## src/logic/tx_power_regs.svh

```systemverilog
// Register offsets, field positions, reset values and timing counts of the transmit control block
`ifndef TX_POWER_REGS_SVH
`define TX_POWER_REGS_SVH

`define OFS_LEVEL_BASE  8'h00
`define OFS_RAMP_CFG    8'h08
`define OFS_MODE        8'h09
`define OFS_EIGHTH_LO   8'h0A
`define OFS_EIGHTH_HI   8'h0B
`define OFS_BASE_B0     8'h0C
`define OFS_BASE_B1     8'h0D
`define OFS_BASE_B2     8'h0E
`define OFS_BASE_B3     8'h0F
`define OFS_REF_BAND    8'h10
`define OFS_TRIM_LO     8'h11
`define OFS_TRIM_HI     8'h12
`define OFS_RASTER      8'h13
`define OFS_CHAN        8'h14
`define OFS_BANDF_BASE  8'h15
`define OFS_SETUP       8'h19
`define OFS_STATUS      8'h1A

`define RAMP_ON_BIT     0
`define RAMP_TOP_LSB    1
`define RAMP_HOLD_LSB   4
`define LOAD_TUNE_LSB   6
`define REF_HALVE_BIT   0
`define BAND_LSB        1
`define LOW_OSC_BIT     2
`define HIGH_OSC_BIT    1
`define BUSY_BIT        0

`define RAMP_CFG_RST    8'h0E
`define MODE_RST        2'h0
`define BANDF_RST       8'h01
`define EIGHTH_DIV_RST  16'h0064

`define LVL_OFF         7'h00
`define LVL_MIN         7'h5A

`define FXO_HZ_DFLT     32'h018CBA80
`define BASE_FRAC_BITS  18
`define RASTER_SHIFT    15
`define THR_VLOW        32'h099CF4E2
`define THR_LOW         32'h1339E9C4
`define THR_MID         32'h19A28D06
`define THR_HIGH        32'h33451A0B

`endif

```

## src/logic/tx_power_pkg.sv

```systemverilog
// Types shared by the transmit control block
package tx_power_pkg;

  typedef enum logic [1:0] {
    MODE_FM  = 2'h0,
    MODE_ASK = 2'h1,
    MODE_OOK = 2'h2
  } tx_mode_e;

  typedef enum logic [1:0] {
    R_IDLE = 2'h0,
    R_UP   = 2'h1,
    R_TOP  = 2'h3,
    R_DOWN = 2'h2
  } ramp_state_e;

  typedef enum logic [1:0] {
    C_IDLE  = 2'h0,
    C_DIV   = 2'h1,
    C_SCALE = 2'h3
  } calc_state_e;

endpackage : tx_power_pkg

```

## src/logic/bit_tick_gen.sv

```systemverilog
// Divider giving one enable pulse per eighth of a bit period
`timescale 1ns/10ps
module bit_tick_gen #(
  parameter int W = 16
) (
  input  wire logic         clk_sys_i,
  input  wire logic         sys_rst_i,
  input  wire logic [W-1:0] reload_i,
  output logic              tick_o
);
  logic [W-1:0] cnt_r;

  // Period is reload_i + 1 cycles; a new reload takes effect at the next wrap
  always_ff @(posedge clk_sys_i) begin
    if (sys_rst_i) begin
      cnt_r  <= '0;
      tick_o <= 1'b0;
    end else if (cnt_r == '0) begin
      cnt_r  <= reload_i;
      tick_o <= 1'b1;
    end else begin
      cnt_r  <= cnt_r - 1'b1;
      tick_o <= 1'b0;
    end
  end
endmodule : bit_tick_gen

```

## src/logic/freq_div.sv

```systemverilog
// Sequential restoring divider, one quotient bit per cycle
`timescale 1ns/10ps
module freq_div #(
  parameter int NW = 58,
  parameter int DW = 9
) (
  input  wire logic          clk_sys_i,
  input  wire logic          sys_rst_i,
  input  wire logic          start_i,
  input  wire logic [NW-1:0] num_i,
  input  wire logic [DW-1:0] den_i,
  output logic               done_o,
  output logic [NW-1:0]      quot_o
);
  localparam int CW = $clog2(NW + 1);

  logic [DW:0]   rem_r;
  logic [DW-1:0] den_r;
  logic [CW-1:0] cnt_r;
  logic [DW:0]   trial;
  logic          fits;

  assign trial = {rem_r[DW-1:0], quot_o[NW-1]};
  assign fits  = (trial >= {1'b0, den_r});

  // Zero divisor gives all ones; software must not program a zero band factor
  always_ff @(posedge clk_sys_i) begin
    if (sys_rst_i) begin
      rem_r  <= '0;
      den_r  <= '0;
      cnt_r  <= '0;
      quot_o <= '0;
      done_o <= 1'b0;
    end else if (start_i) begin
      rem_r  <= '0;
      den_r  <= den_i;
      cnt_r  <= CW'(NW);
      quot_o <= num_i;
      done_o <= 1'b0;
    end else if (cnt_r != '0) begin
      rem_r  <= fits ? (trial - {1'b0, den_r}) : trial;
      quot_o <= {quot_o[NW-2:0], fits};
      cnt_r  <= cnt_r - 1'b1;
      done_o <= (cnt_r == CW'(1));
    end else begin
      done_o <= 1'b0;
    end
  end
endmodule : freq_div

```

## src/logic/tx_power_ramp_and_channel_word.sv

```systemverilog
// Amplifier level ramp, ASK/OOK shaping and synthesizer channel word with oscillator pick
//
// The address-and-strobe port and the address map were chosen for this implementation.
`timescale 1ns/10ps
`include "tx_power_regs.svh"

// Contract
// - Code zero turns amplifier off, high impedance
// - Eight seven-bit level table entries
// - Ramp starts at entry zero, climbs to top
// - Each ramp step lasts hold+1 eighth bits
// - ASK counter up on one, down on zero
// - ASK counter steps each eighth bit, ignores hold
// - ASK counter saturates at top and zero
// - ASK counter selects the driving table entry
// - OOK switches between entry zero and top
// - Two-bit load tune picks amplifier capacitance
// - Centre is base plus trim plus channel raster
// - Eight-bit channel index, 256 channels
// - Base from 26-bit word over band factor
// - Reference divider one or two by ref_halve
// - Trim is signed 12-bit times crystal over 2^18
// - Below threshold picks low oscillator, bit two
// - Above threshold picks high oscillator, reset default
module tx_power_ramp_and_channel_word #(
  parameter logic [31:0] FXO_HZ = `FXO_HZ_DFLT,
  parameter int          TW     = 16
) (
  input  wire logic        clk_sys_i,
  input  wire logic        sys_rst_i,
  input  wire logic [7:0]  reg_addr_i,
  input  wire logic [7:0]  reg_wdata_i,
  input  wire logic        reg_wr_i,
  input  wire logic        reg_rd_i,
  output logic      [7:0]  reg_rdata_o,
  input  wire logic        tx_active_i,
  input  wire logic        tx_bit_i,
  output logic      [6:0]  amp_level_o,
  output logic             amp_hiz_o,
  output logic      [1:0]  amp_load_tune_o,
  output logic      [31:0] centre_hz_o,
  output logic             low_osc_pick_o,
  output logic             high_osc_pick_o
);
  localparam int NW = 58;

  ////////////////////////////////////////////////////////////////////////////
  // Configuration registers
  logic [6:0]  amp_level_entry [8];
  logic [7:0]  ramp_cfg_r;
  logic [1:0]  mode_r;
  logic [15:0] eighth_div_r;
  logic [25:0] synth_base_word_r;
  logic [2:0]  ref_band_r;
  logic [11:0] freq_trim_r;
  logic [7:0]  channel_raster_r;
  logic [7:0]  channel_index_r;
  logic [7:0]  band_factor_r [4];
  logic        calc_pend_r;

  logic        ramp_on;
  logic [2:0]  ramp_top_index;
  logic [1:0]  ramp_hold_time;
  logic        ref_halve;
  logic [1:0]  band_sel;
  tx_power_pkg::tx_mode_e mode;

  assign ramp_on        = ramp_cfg_r[`RAMP_ON_BIT];
  assign ramp_top_index = ramp_cfg_r[`RAMP_TOP_LSB +: 3];
  assign ramp_hold_time = ramp_cfg_r[`RAMP_HOLD_LSB +: 2];
  assign ref_halve      = ref_band_r[`REF_HALVE_BIT];
  assign band_sel       = ref_band_r[`BAND_LSB +: 2];
  assign mode           = tx_power_pkg::tx_mode_e'(mode_r);

  genvar g;
  generate
    for (g = 0; g < 8; g++) begin : g_level
      always_ff @(posedge clk_sys_i) begin
        if (sys_rst_i) begin
          amp_level_entry[g] <= `LVL_OFF;
        end else if (reg_wr_i && reg_addr_i == (`OFS_LEVEL_BASE + 8'(g))) begin
          amp_level_entry[g] <= reg_wdata_i[6:0];
        end
      end
    end
    for (g = 0; g < 4; g++) begin : g_bandf
      always_ff @(posedge clk_sys_i) begin
        if (sys_rst_i) begin
          band_factor_r[g] <= `BANDF_RST;
        end else if (reg_wr_i && reg_addr_i == (`OFS_BANDF_BASE + 8'(g))) begin
          band_factor_r[g] <= reg_wdata_i;
        end
      end
    end
  endgenerate

  always_ff @(posedge clk_sys_i) begin
    if (sys_rst_i) begin
      ramp_cfg_r        <= `RAMP_CFG_RST;
      mode_r            <= `MODE_RST;
      eighth_div_r      <= `EIGHTH_DIV_RST;
      synth_base_word_r <= '0;
      ref_band_r        <= '0;
      freq_trim_r       <= '0;
      channel_raster_r  <= '0;
      channel_index_r   <= '0;
    end else if (reg_wr_i) begin
      case (reg_addr_i)
        `OFS_RAMP_CFG:  ramp_cfg_r               <= reg_wdata_i;
        `OFS_MODE:      mode_r                   <= reg_wdata_i[1:0];
        `OFS_EIGHTH_LO: eighth_div_r[7:0]        <= reg_wdata_i;
        `OFS_EIGHTH_HI: eighth_div_r[15:8]       <= reg_wdata_i;
        `OFS_BASE_B0:   synth_base_word_r[7:0]   <= reg_wdata_i;
        `OFS_BASE_B1:   synth_base_word_r[15:8]  <= reg_wdata_i;
        `OFS_BASE_B2:   synth_base_word_r[23:16] <= reg_wdata_i;
        `OFS_BASE_B3:   synth_base_word_r[25:24] <= reg_wdata_i[1:0];
        `OFS_REF_BAND:  ref_band_r               <= reg_wdata_i[2:0];
        `OFS_TRIM_LO:   freq_trim_r[7:0]         <= reg_wdata_i;
        `OFS_TRIM_HI:   freq_trim_r[11:8]        <= reg_wdata_i[3:0];
        `OFS_RASTER:    channel_raster_r         <= reg_wdata_i;
        `OFS_CHAN:      channel_index_r          <= reg_wdata_i;
        default: ;
      endcase
    end
  end

  ////////////////////////////////////////////////////////////////////////////
  // Level ramp and ASK/OOK shaping
  tx_power_pkg::ramp_state_e state_r;
  logic [2:0] idx_r;
  logic [1:0] hold_r;
  logic       tick;
  logic       step;
  logic [6:0] cur_code;
  logic [6:0] out_code;

  bit_tick_gen #(.W(TW)) u_tick (
    .clk_sys_i (clk_sys_i),
    .sys_rst_i (sys_rst_i),
    .reload_i  (eighth_div_r),
    .tick_o    (tick)
  );

  assign step = tick && (hold_r == ramp_hold_time);

  always_ff @(posedge clk_sys_i) begin
    if (sys_rst_i) begin
      state_r <= tx_power_pkg::R_IDLE;
      idx_r   <= '0;
      hold_r  <= '0;
    end else begin
      case (state_r)
        tx_power_pkg::R_IDLE: begin
          hold_r <= '0;
          if (!tx_active_i) begin
            idx_r <= '0;
          end else if (mode == tx_power_pkg::MODE_ASK) begin
            idx_r   <= '0;
            state_r <= tx_power_pkg::R_TOP;
          end else if (mode == tx_power_pkg::MODE_OOK) begin
            idx_r   <= tx_bit_i ? ramp_top_index : 3'h0;
            state_r <= tx_power_pkg::R_TOP;
          end else if (ramp_on) begin
            idx_r   <= '0;
            state_r <= tx_power_pkg::R_UP;
          end else begin
            idx_r   <= ramp_top_index;
            state_r <= tx_power_pkg::R_TOP;
          end
        end
        tx_power_pkg::R_UP: begin
          if (!tx_active_i) begin
            hold_r  <= '0;
            state_r <= tx_power_pkg::R_DOWN;
          end else if (step) begin
            hold_r <= '0;
            if (idx_r >= ramp_top_index) begin
              state_r <= tx_power_pkg::R_TOP;
            end else begin
              idx_r <= idx_r + 3'h1;
              if (idx_r + 3'h1 == ramp_top_index) begin
                state_r <= tx_power_pkg::R_TOP;
              end
            end
          end else if (tick) begin
            hold_r <= hold_r + 2'h1;
          end
        end
        tx_power_pkg::R_TOP: begin
          hold_r <= '0;
          if (!tx_active_i) begin
            if (mode == tx_power_pkg::MODE_FM && ramp_on && idx_r != 3'h0) begin
              state_r <= tx_power_pkg::R_DOWN;
            end else begin
              idx_r   <= '0;
              state_r <= tx_power_pkg::R_IDLE;
            end
          end else if (mode == tx_power_pkg::MODE_ASK) begin
            // Hold width is not used here: one count per eighth bit
            if (tick) begin
              if (tx_bit_i) begin
                idx_r <= (idx_r >= ramp_top_index) ? ramp_top_index : idx_r + 3'h1;
              end else begin
                idx_r <= (idx_r == 3'h0) ? 3'h0 : idx_r - 3'h1;
              end
            end
          end else if (mode == tx_power_pkg::MODE_OOK) begin
            idx_r <= tx_bit_i ? ramp_top_index : 3'h0;
          end
        end
        tx_power_pkg::R_DOWN: begin
          if (step) begin
            hold_r <= '0;
            if (idx_r == 3'h0) begin
              state_r <= tx_power_pkg::R_IDLE;
            end else begin
              idx_r <= idx_r - 3'h1;
            end
          end else if (tick) begin
            hold_r <= hold_r + 2'h1;
          end
        end
        default: state_r <= tx_power_pkg::R_IDLE;
      endcase
    end
  end

  // Reserved codes above the minimum level are clamped to it
  assign cur_code = amp_level_entry[idx_r];
  assign out_code = (state_r == tx_power_pkg::R_IDLE) ? `LVL_OFF :
                    ((cur_code > `LVL_MIN) ? `LVL_MIN : cur_code);

  always_ff @(posedge clk_sys_i) begin
    if (sys_rst_i) begin
      amp_level_o     <= `LVL_OFF;
      amp_hiz_o       <= 1'b1;
      amp_load_tune_o <= '0;
    end else begin
      amp_level_o     <= out_code;
      amp_hiz_o       <= (out_code == `LVL_OFF);
      amp_load_tune_o <= ramp_cfg_r[`LOAD_TUNE_LSB +: 2];
    end
  end

  ////////////////////////////////////////////////////////////////////////////
  // Channel centre and oscillator pick
  tx_power_pkg::calc_state_e calc_r;
  logic              div_start;
  logic              div_done;
  logic [NW-1:0]     div_quot;
  logic [8:0]        div_den;
  logic signed [63:0] base_hz;
  logic signed [63:0] off_hz;
  logic signed [63:0] chan_hz;
  logic signed [63:0] fc_sum;
  logic [31:0]       thr;
  logic              freq_wr;

  assign freq_wr = reg_wr_i && ((reg_addr_i >= `OFS_BASE_B0 && reg_addr_i <= `OFS_CHAN) ||
                   (reg_addr_i >= `OFS_BANDF_BASE && reg_addr_i < `OFS_SETUP));
  assign div_start = (calc_r == tx_power_pkg::C_IDLE) && calc_pend_r;
  assign div_den   = ref_halve ? {band_factor_r[band_sel], 1'b0}
                               : {1'b0, band_factor_r[band_sel]};

  freq_div #(.NW(NW), .DW(9)) u_div (
    .clk_sys_i (clk_sys_i),
    .sys_rst_i (sys_rst_i),
    .start_i   (div_start),
    .num_i     (NW'(synth_base_word_r) * NW'(FXO_HZ)),
    .den_i     (div_den),
    .done_o    (div_done),
    .quot_o    (div_quot)
  );

  assign base_hz = $signed({24'h0, div_quot[NW-1:`BASE_FRAC_BITS]});
  assign off_hz  = ($signed({{52{freq_trim_r[11]}}, freq_trim_r}) *
                    $signed({32'h0, FXO_HZ})) >>> `BASE_FRAC_BITS;
  assign chan_hz = $signed((64'(channel_raster_r) * 64'(channel_index_r) * 64'(FXO_HZ))
                    >> `RASTER_SHIFT);
  assign fc_sum  = base_hz + off_hz + chan_hz;

  always_comb begin
    case (band_sel)
      2'h0:    thr = `THR_VLOW;
      2'h1:    thr = `THR_LOW;
      2'h2:    thr = `THR_MID;
      default: thr = `THR_HIGH;
    endcase
  end

  // A write during a calculation re-arms it; the write wins over the launch
  always_ff @(posedge clk_sys_i) begin
    if (sys_rst_i) begin
      calc_pend_r <= 1'b1;
    end else if (freq_wr) begin
      calc_pend_r <= 1'b1;
    end else if (div_start) begin
      calc_pend_r <= 1'b0;
    end
  end

  always_ff @(posedge clk_sys_i) begin
    if (sys_rst_i) begin
      calc_r          <= tx_power_pkg::C_IDLE;
      centre_hz_o     <= '0;
      low_osc_pick_o  <= 1'b0;
      high_osc_pick_o <= 1'b1;
    end else begin
      case (calc_r)
        tx_power_pkg::C_IDLE:  if (div_start) calc_r <= tx_power_pkg::C_DIV;
        tx_power_pkg::C_DIV:   if (div_done) calc_r <= tx_power_pkg::C_SCALE;
        tx_power_pkg::C_SCALE: begin
          centre_hz_o     <= fc_sum[31:0];
          low_osc_pick_o  <= (fc_sum < $signed({32'h0, thr}));
          high_osc_pick_o <= !(fc_sum < $signed({32'h0, thr}));
          calc_r          <= tx_power_pkg::C_IDLE;
        end
        default: calc_r <= tx_power_pkg::C_IDLE;
      endcase
    end
  end

  ////////////////////////////////////////////////////////////////////////////
  // Register read port
  logic [7:0] rd_mux;

  always_comb begin
    rd_mux = 8'h00;
    case (reg_addr_i)
      `OFS_RAMP_CFG:  rd_mux = ramp_cfg_r;
      `OFS_MODE:      rd_mux = {6'h00, mode_r};
      `OFS_EIGHTH_LO: rd_mux = eighth_div_r[7:0];
      `OFS_EIGHTH_HI: rd_mux = eighth_div_r[15:8];
      `OFS_BASE_B0:   rd_mux = synth_base_word_r[7:0];
      `OFS_BASE_B1:   rd_mux = synth_base_word_r[15:8];
      `OFS_BASE_B2:   rd_mux = synth_base_word_r[23:16];
      `OFS_BASE_B3:   rd_mux = {6'h00, synth_base_word_r[25:24]};
      `OFS_REF_BAND:  rd_mux = {5'h00, ref_band_r};
      `OFS_TRIM_LO:   rd_mux = freq_trim_r[7:0];
      `OFS_TRIM_HI:   rd_mux = {4'h0, freq_trim_r[11:8]};
      `OFS_RASTER:    rd_mux = channel_raster_r;
      `OFS_CHAN:      rd_mux = channel_index_r;
      `OFS_SETUP:     rd_mux = {5'h00, low_osc_pick_o, high_osc_pick_o,
                                calc_r != tx_power_pkg::C_IDLE || calc_pend_r};
      `OFS_STATUS:    rd_mux = {3'h0, idx_r, state_r};
      default: begin
        if (reg_addr_i < `OFS_RAMP_CFG) begin
          rd_mux = {1'b0, amp_level_entry[reg_addr_i[2:0]]};
        end else if (reg_addr_i >= `OFS_BANDF_BASE && reg_addr_i < `OFS_SETUP) begin
          rd_mux = band_factor_r[2'(reg_addr_i - `OFS_BANDF_BASE)];
        end
      end
    endcase
  end

  always_ff @(posedge clk_sys_i) begin
    if (sys_rst_i) begin
      reg_rdata_o <= 8'h00;
    end else begin
      reg_rdata_o <= reg_rd_i ? rd_mux : 8'h00;
    end
  end
endmodule : tx_power_ramp_and_channel_word

```

## config.mk

```make
export PLATFORM = sky130hd
export DESIGN_NAME = tx_power_ramp_and_channel_word
export DESIGN_NICKNAME = d
export VERILOG_FILES = /design/src/logic/tx_power_pkg.sv /design/src/logic/bit_tick_gen.sv /design/src/logic/freq_div.sv /design/src/logic/tx_power_ramp_and_channel_word.sv
export VERILOG_INCLUDE_DIRS = /design/src /design/src/logic
export SDC_FILE = /design/constraint.sdc
export NUM_CORES = 2
export LEC_CHECK = 0
export BUFFER_PORTS_ARGS = -buffer_cell sky130_fd_sc_hd__buf_2
export CAP_MARGIN = 10
export CORE_MARGIN = 10
export CORE_UTILIZATION = 35
export DETAILED_ROUTE_END_ITERATION = 8
export GPL_TIMING_DRIVEN = 0
export PLACE_DENSITY_LB_ADDON = 0.3
export SLEW_MARGIN = 5
export SYNTH_ARGS = -nofsm -noshare
export SYNTH_HDL_FRONTEND = slang
export SYNTH_SLANG_ARGS = --single-unit
```

## constraint.sdc

```tcl
create_clock -name clk_sys_i -period 34.7 [get_ports clk_sys_i]
set_clock_uncertainty 0.05 [all_clocks]
set_input_delay 3.47 -clock clk_sys_i [delete_from_list [all_inputs] [get_ports clk_sys_i]]
set_output_delay 3.47 -clock clk_sys_i [all_outputs]
set_load 0.005 [all_outputs]
```

======== Word-level counts from Yosys, hierarchy flattened ========
Memories as Yosys holds them, arrays and structs flattened. A register that Yosys moved wholly into a read port is not among the register bits.
Cells that the tools add are included.
storage, ports and cells
  bits in registers ....................... 245
  bits in latches ......................... 0
  memory bits (writable) .................. 88
  bits in read-only memories .............. 0
  output and inout port bits .............. 52
  word-level logic and storage cells ...... 287
  memories kept ........................... 2
cells by class
  add/sub/neg operators ................... 9
  multiply operators ...................... 4
  div/mod/pow operators ................... 0
  magnitude comparators ................... 9
  eq/ne operators ......................... 53
  shifts and indexed selects .............. 0
  muxes and demuxes ....................... 107
  bitwise operators ....................... 14
  reductions and logical operators ........ 55
memories
  name             words  width  read ports  clocked after Yosys merged registers in  wr ports  RTL line                              RTL
  amp_level_entry  8      7      2           1                                        8         tx_power_ramp_and_channel_word.sv:49  logic [6:0] amp_level_entry [8];
  band_factor_r    4      8      2           1                                        4         tx_power_ramp_and_channel_word.sv:58  logic [7:0] band_factor_r [4];
operators with widths
  cell                                                                   number
  8-bit case mux with 15 select lines                                    1
  51-bit 2-to-1 mux                                                      2
  30-bit case mux with 3 select lines                                    1
  8-bit by 5-bit equality test with 1-bit output, second input constant  11
  7-bit 2-to-1 mux                                                       10
  8-bit by 4-bit equality test with 1-bit output, second input constant  8
  3-bit 2-to-1 mux                                                       20
  8-bit 2-to-1 mux                                                       6
  26-bit by 18-bit multiplier with 44-bit output, second input constant  1
  42-bit by 27-bit adder with 43-bit output                              1
  43-bit by 31-bit less-than comparator with 1-bit output                1
  41-bit by 20-bit adder with 42-bit output                              1
  1-bit 2-to-1 mux                                                       39
  2-bit 2-to-1 mux                                                       19
  16-bit by 18-bit multiplier with 34-bit output, second input constant  1
  8-bit by 3-bit equality test with 1-bit output, second input constant  4
  12-bit by 19-bit multiplier with 31-bit output, second input constant  1
  2-bit AND reduction                                                    14
  1-bit logical AND                                                      19
  9-bit 2-to-1 mux                                                       2
  2-bit != test, second input constant                                   9
  8-bit by 2-bit equality test with 1-bit output, second input constant  2
  16-bit zero test                                                       1
  8-bit by 8-bit multiplier with 16-bit output                           1
  other kinds (46)                                                       76

======== Depth between registers and ports, before layout ========
  depth in word-level cells ............... 9
  gate-level depth with buffers ........... 60
  gate-level depth less buffers ........... 59

======== Cells and area by module ========
A second synthesis with hierarchy kept.
unflattened totals
  cell total of the unflattened synthesis .. 4,234
  area, all modules ....................... 39,402.8 um^2
by module, submodules not included
  module                          times used  cells an instance  area an instance (um^2)  seq. area each (um^2)
  tx_power_ramp_and_channel_word  1           3,632              34,085.2                 5,645.4
  freq_div                        1           503                4,435.5                  1,661.6
  bit_tick_gen                    1           99                 882.1                    340.3

======== Worst setup path after synthesis ========
No wires, ideal clock.
  path type ............................... register to register
  start point ............................. reg channel_raster_r[5]
  end point ............................... reg high_osc_pick_o
  library setup time ...................... 0.126 ns
  data arrival time ....................... 13.269 ns
  slack ................................... 21.255 ns
  cell stages (with the launch flop) ...... 56
  buffers on the path ..................... 1
  period minus slack after synthesis ...... 13.445 ns
  cells stage by stage .................... dfxtp_1 clkbuf_1 nand2_1 fa_1 fa_1 inv_1 fa_1 inv_1 fa_1 inv_1 ha_1 a21oi_1 o21bai_1 a21oi_1 nor2b_1 o21a_1 or4_1 o311ai_1 (+20 left out) nor2_1 xnor2_1 fa_1 ha_1 a21o_1 a21o_1 a21oi_1 o31ai_1 xor2_1 ha_1 a21o_1 a2111oi_0 o21ai_0 a2111oi_0 and4_1 o2111ai_1 o41ai_2 nor2_1
on the way
  longest elaborated chain between the ends .. 5
RTL lines
  what                                                     RTL line                               RTL
  start, declared                                          tx_power_ramp_and_channel_word.sv:56   logic [7:0] channel_raster_r;
  start signal, assigned                                   tx_power_ramp_and_channel_word.sv:120  `OFS_RASTER: channel_raster_r <= reg_wdata_i;
  8-bit by 8-bit multiplier with 16-bit output             tx_power_ramp_and_channel_word.sv:278  assign chan_hz = $signed((64'(channel_raster_r) * 64'(channel_index_r) * 64'(FXO_HZ))
  16-bit by 18-bit multiplier with 34-bit output           tx_power_ramp_and_channel_word.sv:278
  42-bit by 27-bit adder with 43-bit output                tx_power_ramp_and_channel_word.sv:280  assign fc_sum = base_hz + off_hz + chan_hz;
  via fc_sum[28]                                           tx_power_ramp_and_channel_word.sv:255  logic signed [63:0] fc_sum;
  43-bit by 31-bit less-than comparator with 1-bit output  tx_power_ramp_and_channel_word.sv:315  high_osc_pick_o <= !(fc_sum < $signed({32'h0, thr}));
  1-bit zero test                                          tx_power_ramp_and_channel_word.sv:315
  end signal, assigned                                     tx_power_ramp_and_channel_word.sv:315
  end, declared                                            tx_power_ramp_and_channel_word.sv:43   output logic high_osc_pick_o
The timed path passes the listed nets, and every way through them passes these cells.
A chain may end at the register's enable or synchronous reset.

======== Final worst setup path ========
  start point ............................. reg channel_index_r[6]
  end point ............................... reg high_osc_pick_o
on the way
  longest elaborated chain between the ends .. 5
RTL lines
  what                                                     RTL line                               RTL
  start, declared                                          tx_power_ramp_and_channel_word.sv:57   logic [7:0] channel_index_r;
  start signal, assigned                                   tx_power_ramp_and_channel_word.sv:121  `OFS_CHAN: channel_index_r <= reg_wdata_i;
  8-bit by 8-bit multiplier with 16-bit output             tx_power_ramp_and_channel_word.sv:278
  16-bit by 18-bit multiplier with 34-bit output           tx_power_ramp_and_channel_word.sv:278
  42-bit by 27-bit adder with 43-bit output                tx_power_ramp_and_channel_word.sv:280
  via fc_sum[29]                                           tx_power_ramp_and_channel_word.sv:255
  43-bit by 31-bit less-than comparator with 1-bit output  tx_power_ramp_and_channel_word.sv:315
  1-bit zero test                                          tx_power_ramp_and_channel_word.sv:315
The timed path passes the listed nets, and every way through them passes these cells.

==> out/metrics.cfg <==
[outcome]
status = finished, final reports clean

[global_route]
track_usage_pct = 17.7
grt_pass1_vias = 28800
antenna_found_initial = 1
overflow = 0
grt_max_degree = 21
grt_pass1_wl_um = 170000

[setup_path]
endpoint_kind = flip-flop
worstSetupPathType = flip-flop to flip-flop
crit_required_ns = 35.11
crit_arrival_ns = 16.57
crit_end = high_osc_pick_o
crit_family = adder cells
startpoint = channel_index_r[6]
ff2ff_path_depth = 55
start_kind = flip-flop
reg2reg_setup_slack_ns = 18.53
crit_path_max_fanout = 10
cp.depth = 55
reg2reg_to = high_osc_pick_o
critPathSlowestCell = xnor2_1
crit_buf_inv = 9
worstReg2RegStart = channel_index_r[6]
crit_path_frequent_cell = fa_1
critical_path.max_stage_delay_ns = 0.71

[die]
row_count = 121
core_area_um2 = 109000
io_pins = 74
die_w_um = 351
die-area_um2 = 123000
die_y_um = 351
start_util_pct = 35.2

[power]
power_frac_clock_pct = 39.0
power_switching_share_pct = 31.3
leakagePower_nw = 20.8
switchingPower_w = 0.000364
comb_power_share_pct = 21.7
p_int_w = 0.000798
p_per_area_nw_per_um2 = 27.8
p_total_w = 0.00116
seqPwrFrac_pct = 39.3
peakVddDrop_uv = 29.1

[logic_synthesis]
synthMuxAreaShare_pct = 4.38
yosys.cell_types.count = 82
synthArstFlopShare_pct = 0
synth_top_family_by_area = adder cells
synth_area_leader_cell = fa_1
synth-simple-area-share_pct = 12.7
synth_compound_area_share_pct = 12.0
synthXorXnorAreaFrac_pct = 3.25
synthFlopType = dfxtp_1
avgSynthCellArea_um2 = 9.34
netlist_top_cells_area = fa_1 (21%), ha_1 (19%), dfxtp_1 (13%)
synth_nets = 5091
yosysTopAreaCellShare_pct = 21.0
postSynthCellCount = 4098
syn_area_um2 = 38300
synthAdderAreaFrac_pct = 39.6
yosysSeqAreaShare_pct = 20.0
synth-seq-cells = 338
yosysWarnings = 0
synth-edff-count = 88

[place]
hpwlAfterDp_um = 91700
numPortBuffers = 72
gp_congestion = 0.932

[detailed_routing]
viasPerCell = 5.14
first_iter_violations = 1927
drtAntennaViolNets = 0
post-route-drc-count = 0
finalWirelength_um = 110000
routedWlPerCell_um = 19.4
detail_route.first_pass.iterations = 6
vias = 29100

[timing]
drv_slew = 0
hold_viol = 0
setup_viol = 0
fin_crit_ns = 16.17
min_period_over_period_pct = 46.6
finalSetupTns_ns = 0
relSlewSlack_pct = 12.9
worst_pin_slew_ns = 1.31
grt_setup_unrepaired = false
fmax_mhz = 61.8

[cells_and_area]
synthToLayoutAreaGrowth_pct = 9.35
regArea_um2 = 7650
final.fill_count = 10900
multi_input_area_um2 = 27500
nNetsFinal = 5208
layout.cells.most_common_list = inv_1 (679), ha_1 (570), fa_1 (401)
layout-drive-gt1-share_pct = 4.92
antenna_cells = 0
final_common_cell = inv_1
fin_util_pct = 38.5

[clock_tree]
htreeDepth = 2
cts_setup_buffers = 0
holdBufCountCts = 0
clock_latency_ns = 0.60
cts_buffers = 40
cts_sinks = 338
cts_resized = 0
cts_root_buffer = clkbuf_16
cts_buffer_depth = 3
clk_pin_slew_ns = 0.06
tritoncts = built

[hold_path]
hp-class = flip-flop to flip-flop

[job]
cap_violations = 0

layout make-up:
class	count	area share, %
repair buffers	75	0.927
multi-input cells	2932	65.8
clock buffers	51	2.64
inverters	679	6.09
flip-flops and latches	338	18.3
well taps	1414	4.23
clock inverters	22	0.715
plain buffers	149	1.34
per-layer routing:
layer	share of wire [%]	GRT usage (%)	vias up
met3	4.5	1.74	137
met1	47	24.9	14200
met2	45	28.4	691
met4	3.1	5.42	2
li1	-	-	14000
met5	0.0064	0	-
power groups by stage:
stage	Sequential [W]	Clock [W]	Combinational, W
after CTS	0.000457	0.000461	0.000251
after global routing	0.000460	0.000474	0.000281
final	0.000457	0.000453	0.000252
after detailed placement	0.000465	0	0.000249
after floorplan	0.000456	0	0.000187
after global placement	0.000464	0	0.000248
Yosys cell counts, types with 58 or more instances:
cell type and n:
edfxtp_1 88, dfxtp_1 250, nor2_1 238, nand2_1 363, inv_1 679, fa_1 401, a21o_1 67, o21ai_0 58
and2_1 148, mux2i_1 59, xnor2_1 102, clkbuf_1 133, nand3_1 73, ha_1 570, a21oi_1 223
through the flow:
step	cell area, um2	cells	hold WS [ns]	setup WS (ns)
after CTS	41800	5658	0.359	18.48
after floorplan	38300	4098	0.358	21.26
after detailed placement	40400	5585	0.363	18.57
after global placement	40400	5584	0.361	18.53
after global routing	41800	5660	0.392	17.62
final	41800	5660	0.390	18.53
registers in the layout (all words and copies together), names as in the netlist, 6 cells and up, named ones only:
signal and cells:
amp_level_entry 56, amp_level_o 7, band_factor_r 32, centre_hz_o 32
channel_index_r 8, channel_raster_r 8, eighth_div_r 16, freq_trim_r 12
ramp_cfg_r 8, reg_rdata_o 8, synth_base_word_r 26, u_div.cnt_r 6
u_div.den_r 9, u_div.quot_o 58, u_div.rem_r 9, u_tick.cnt_r 16
worst min-delay path by stage:
| stage | from | end | cells after the start |
|---|---|---|---|
| 3_5_place_dp | u_div.done_o | calc_r[1] | 2 |
| 3_3_place_gp | u_div.done_o | calc_r[1] | 2 |
| 5_1_grt | u_div.done_o | calc_r[1] | 2 |
| 4_1_cts | u_div.done_o | calc_r[1] | 2 |
| 2_1_floorplan | u_div.done_o | calc_r[1] | 2 |
| 6_report | u_div.done_o | calc_r[1] | 2 |
worst register-to-register path, delay by kind of cell (launching register included):
kind / cells / cell delay, ns
XOR/XNOR: 3 / 1.33
flip-flops: 1 / 0.30
buffers and inverters: 9 / 0.99
adder cells (fa/ha/maj): 15 / 6.91
AND/OR/NAND/NOR: 7 / 1.21
AO/OA/AOI/OAI: 21 / 5.24
cell families after synthesis:
family / after synthesis
multiplexers: 111
buffers and inverters: 828
flip-flops: 338
AND/OR/NAND/NOR: 1031
adder cells (fa/ha/maj): 971
XOR/XNOR: 142
AO/OA/AOI/OAI: 677
Power figures use the tool's default switching activity.
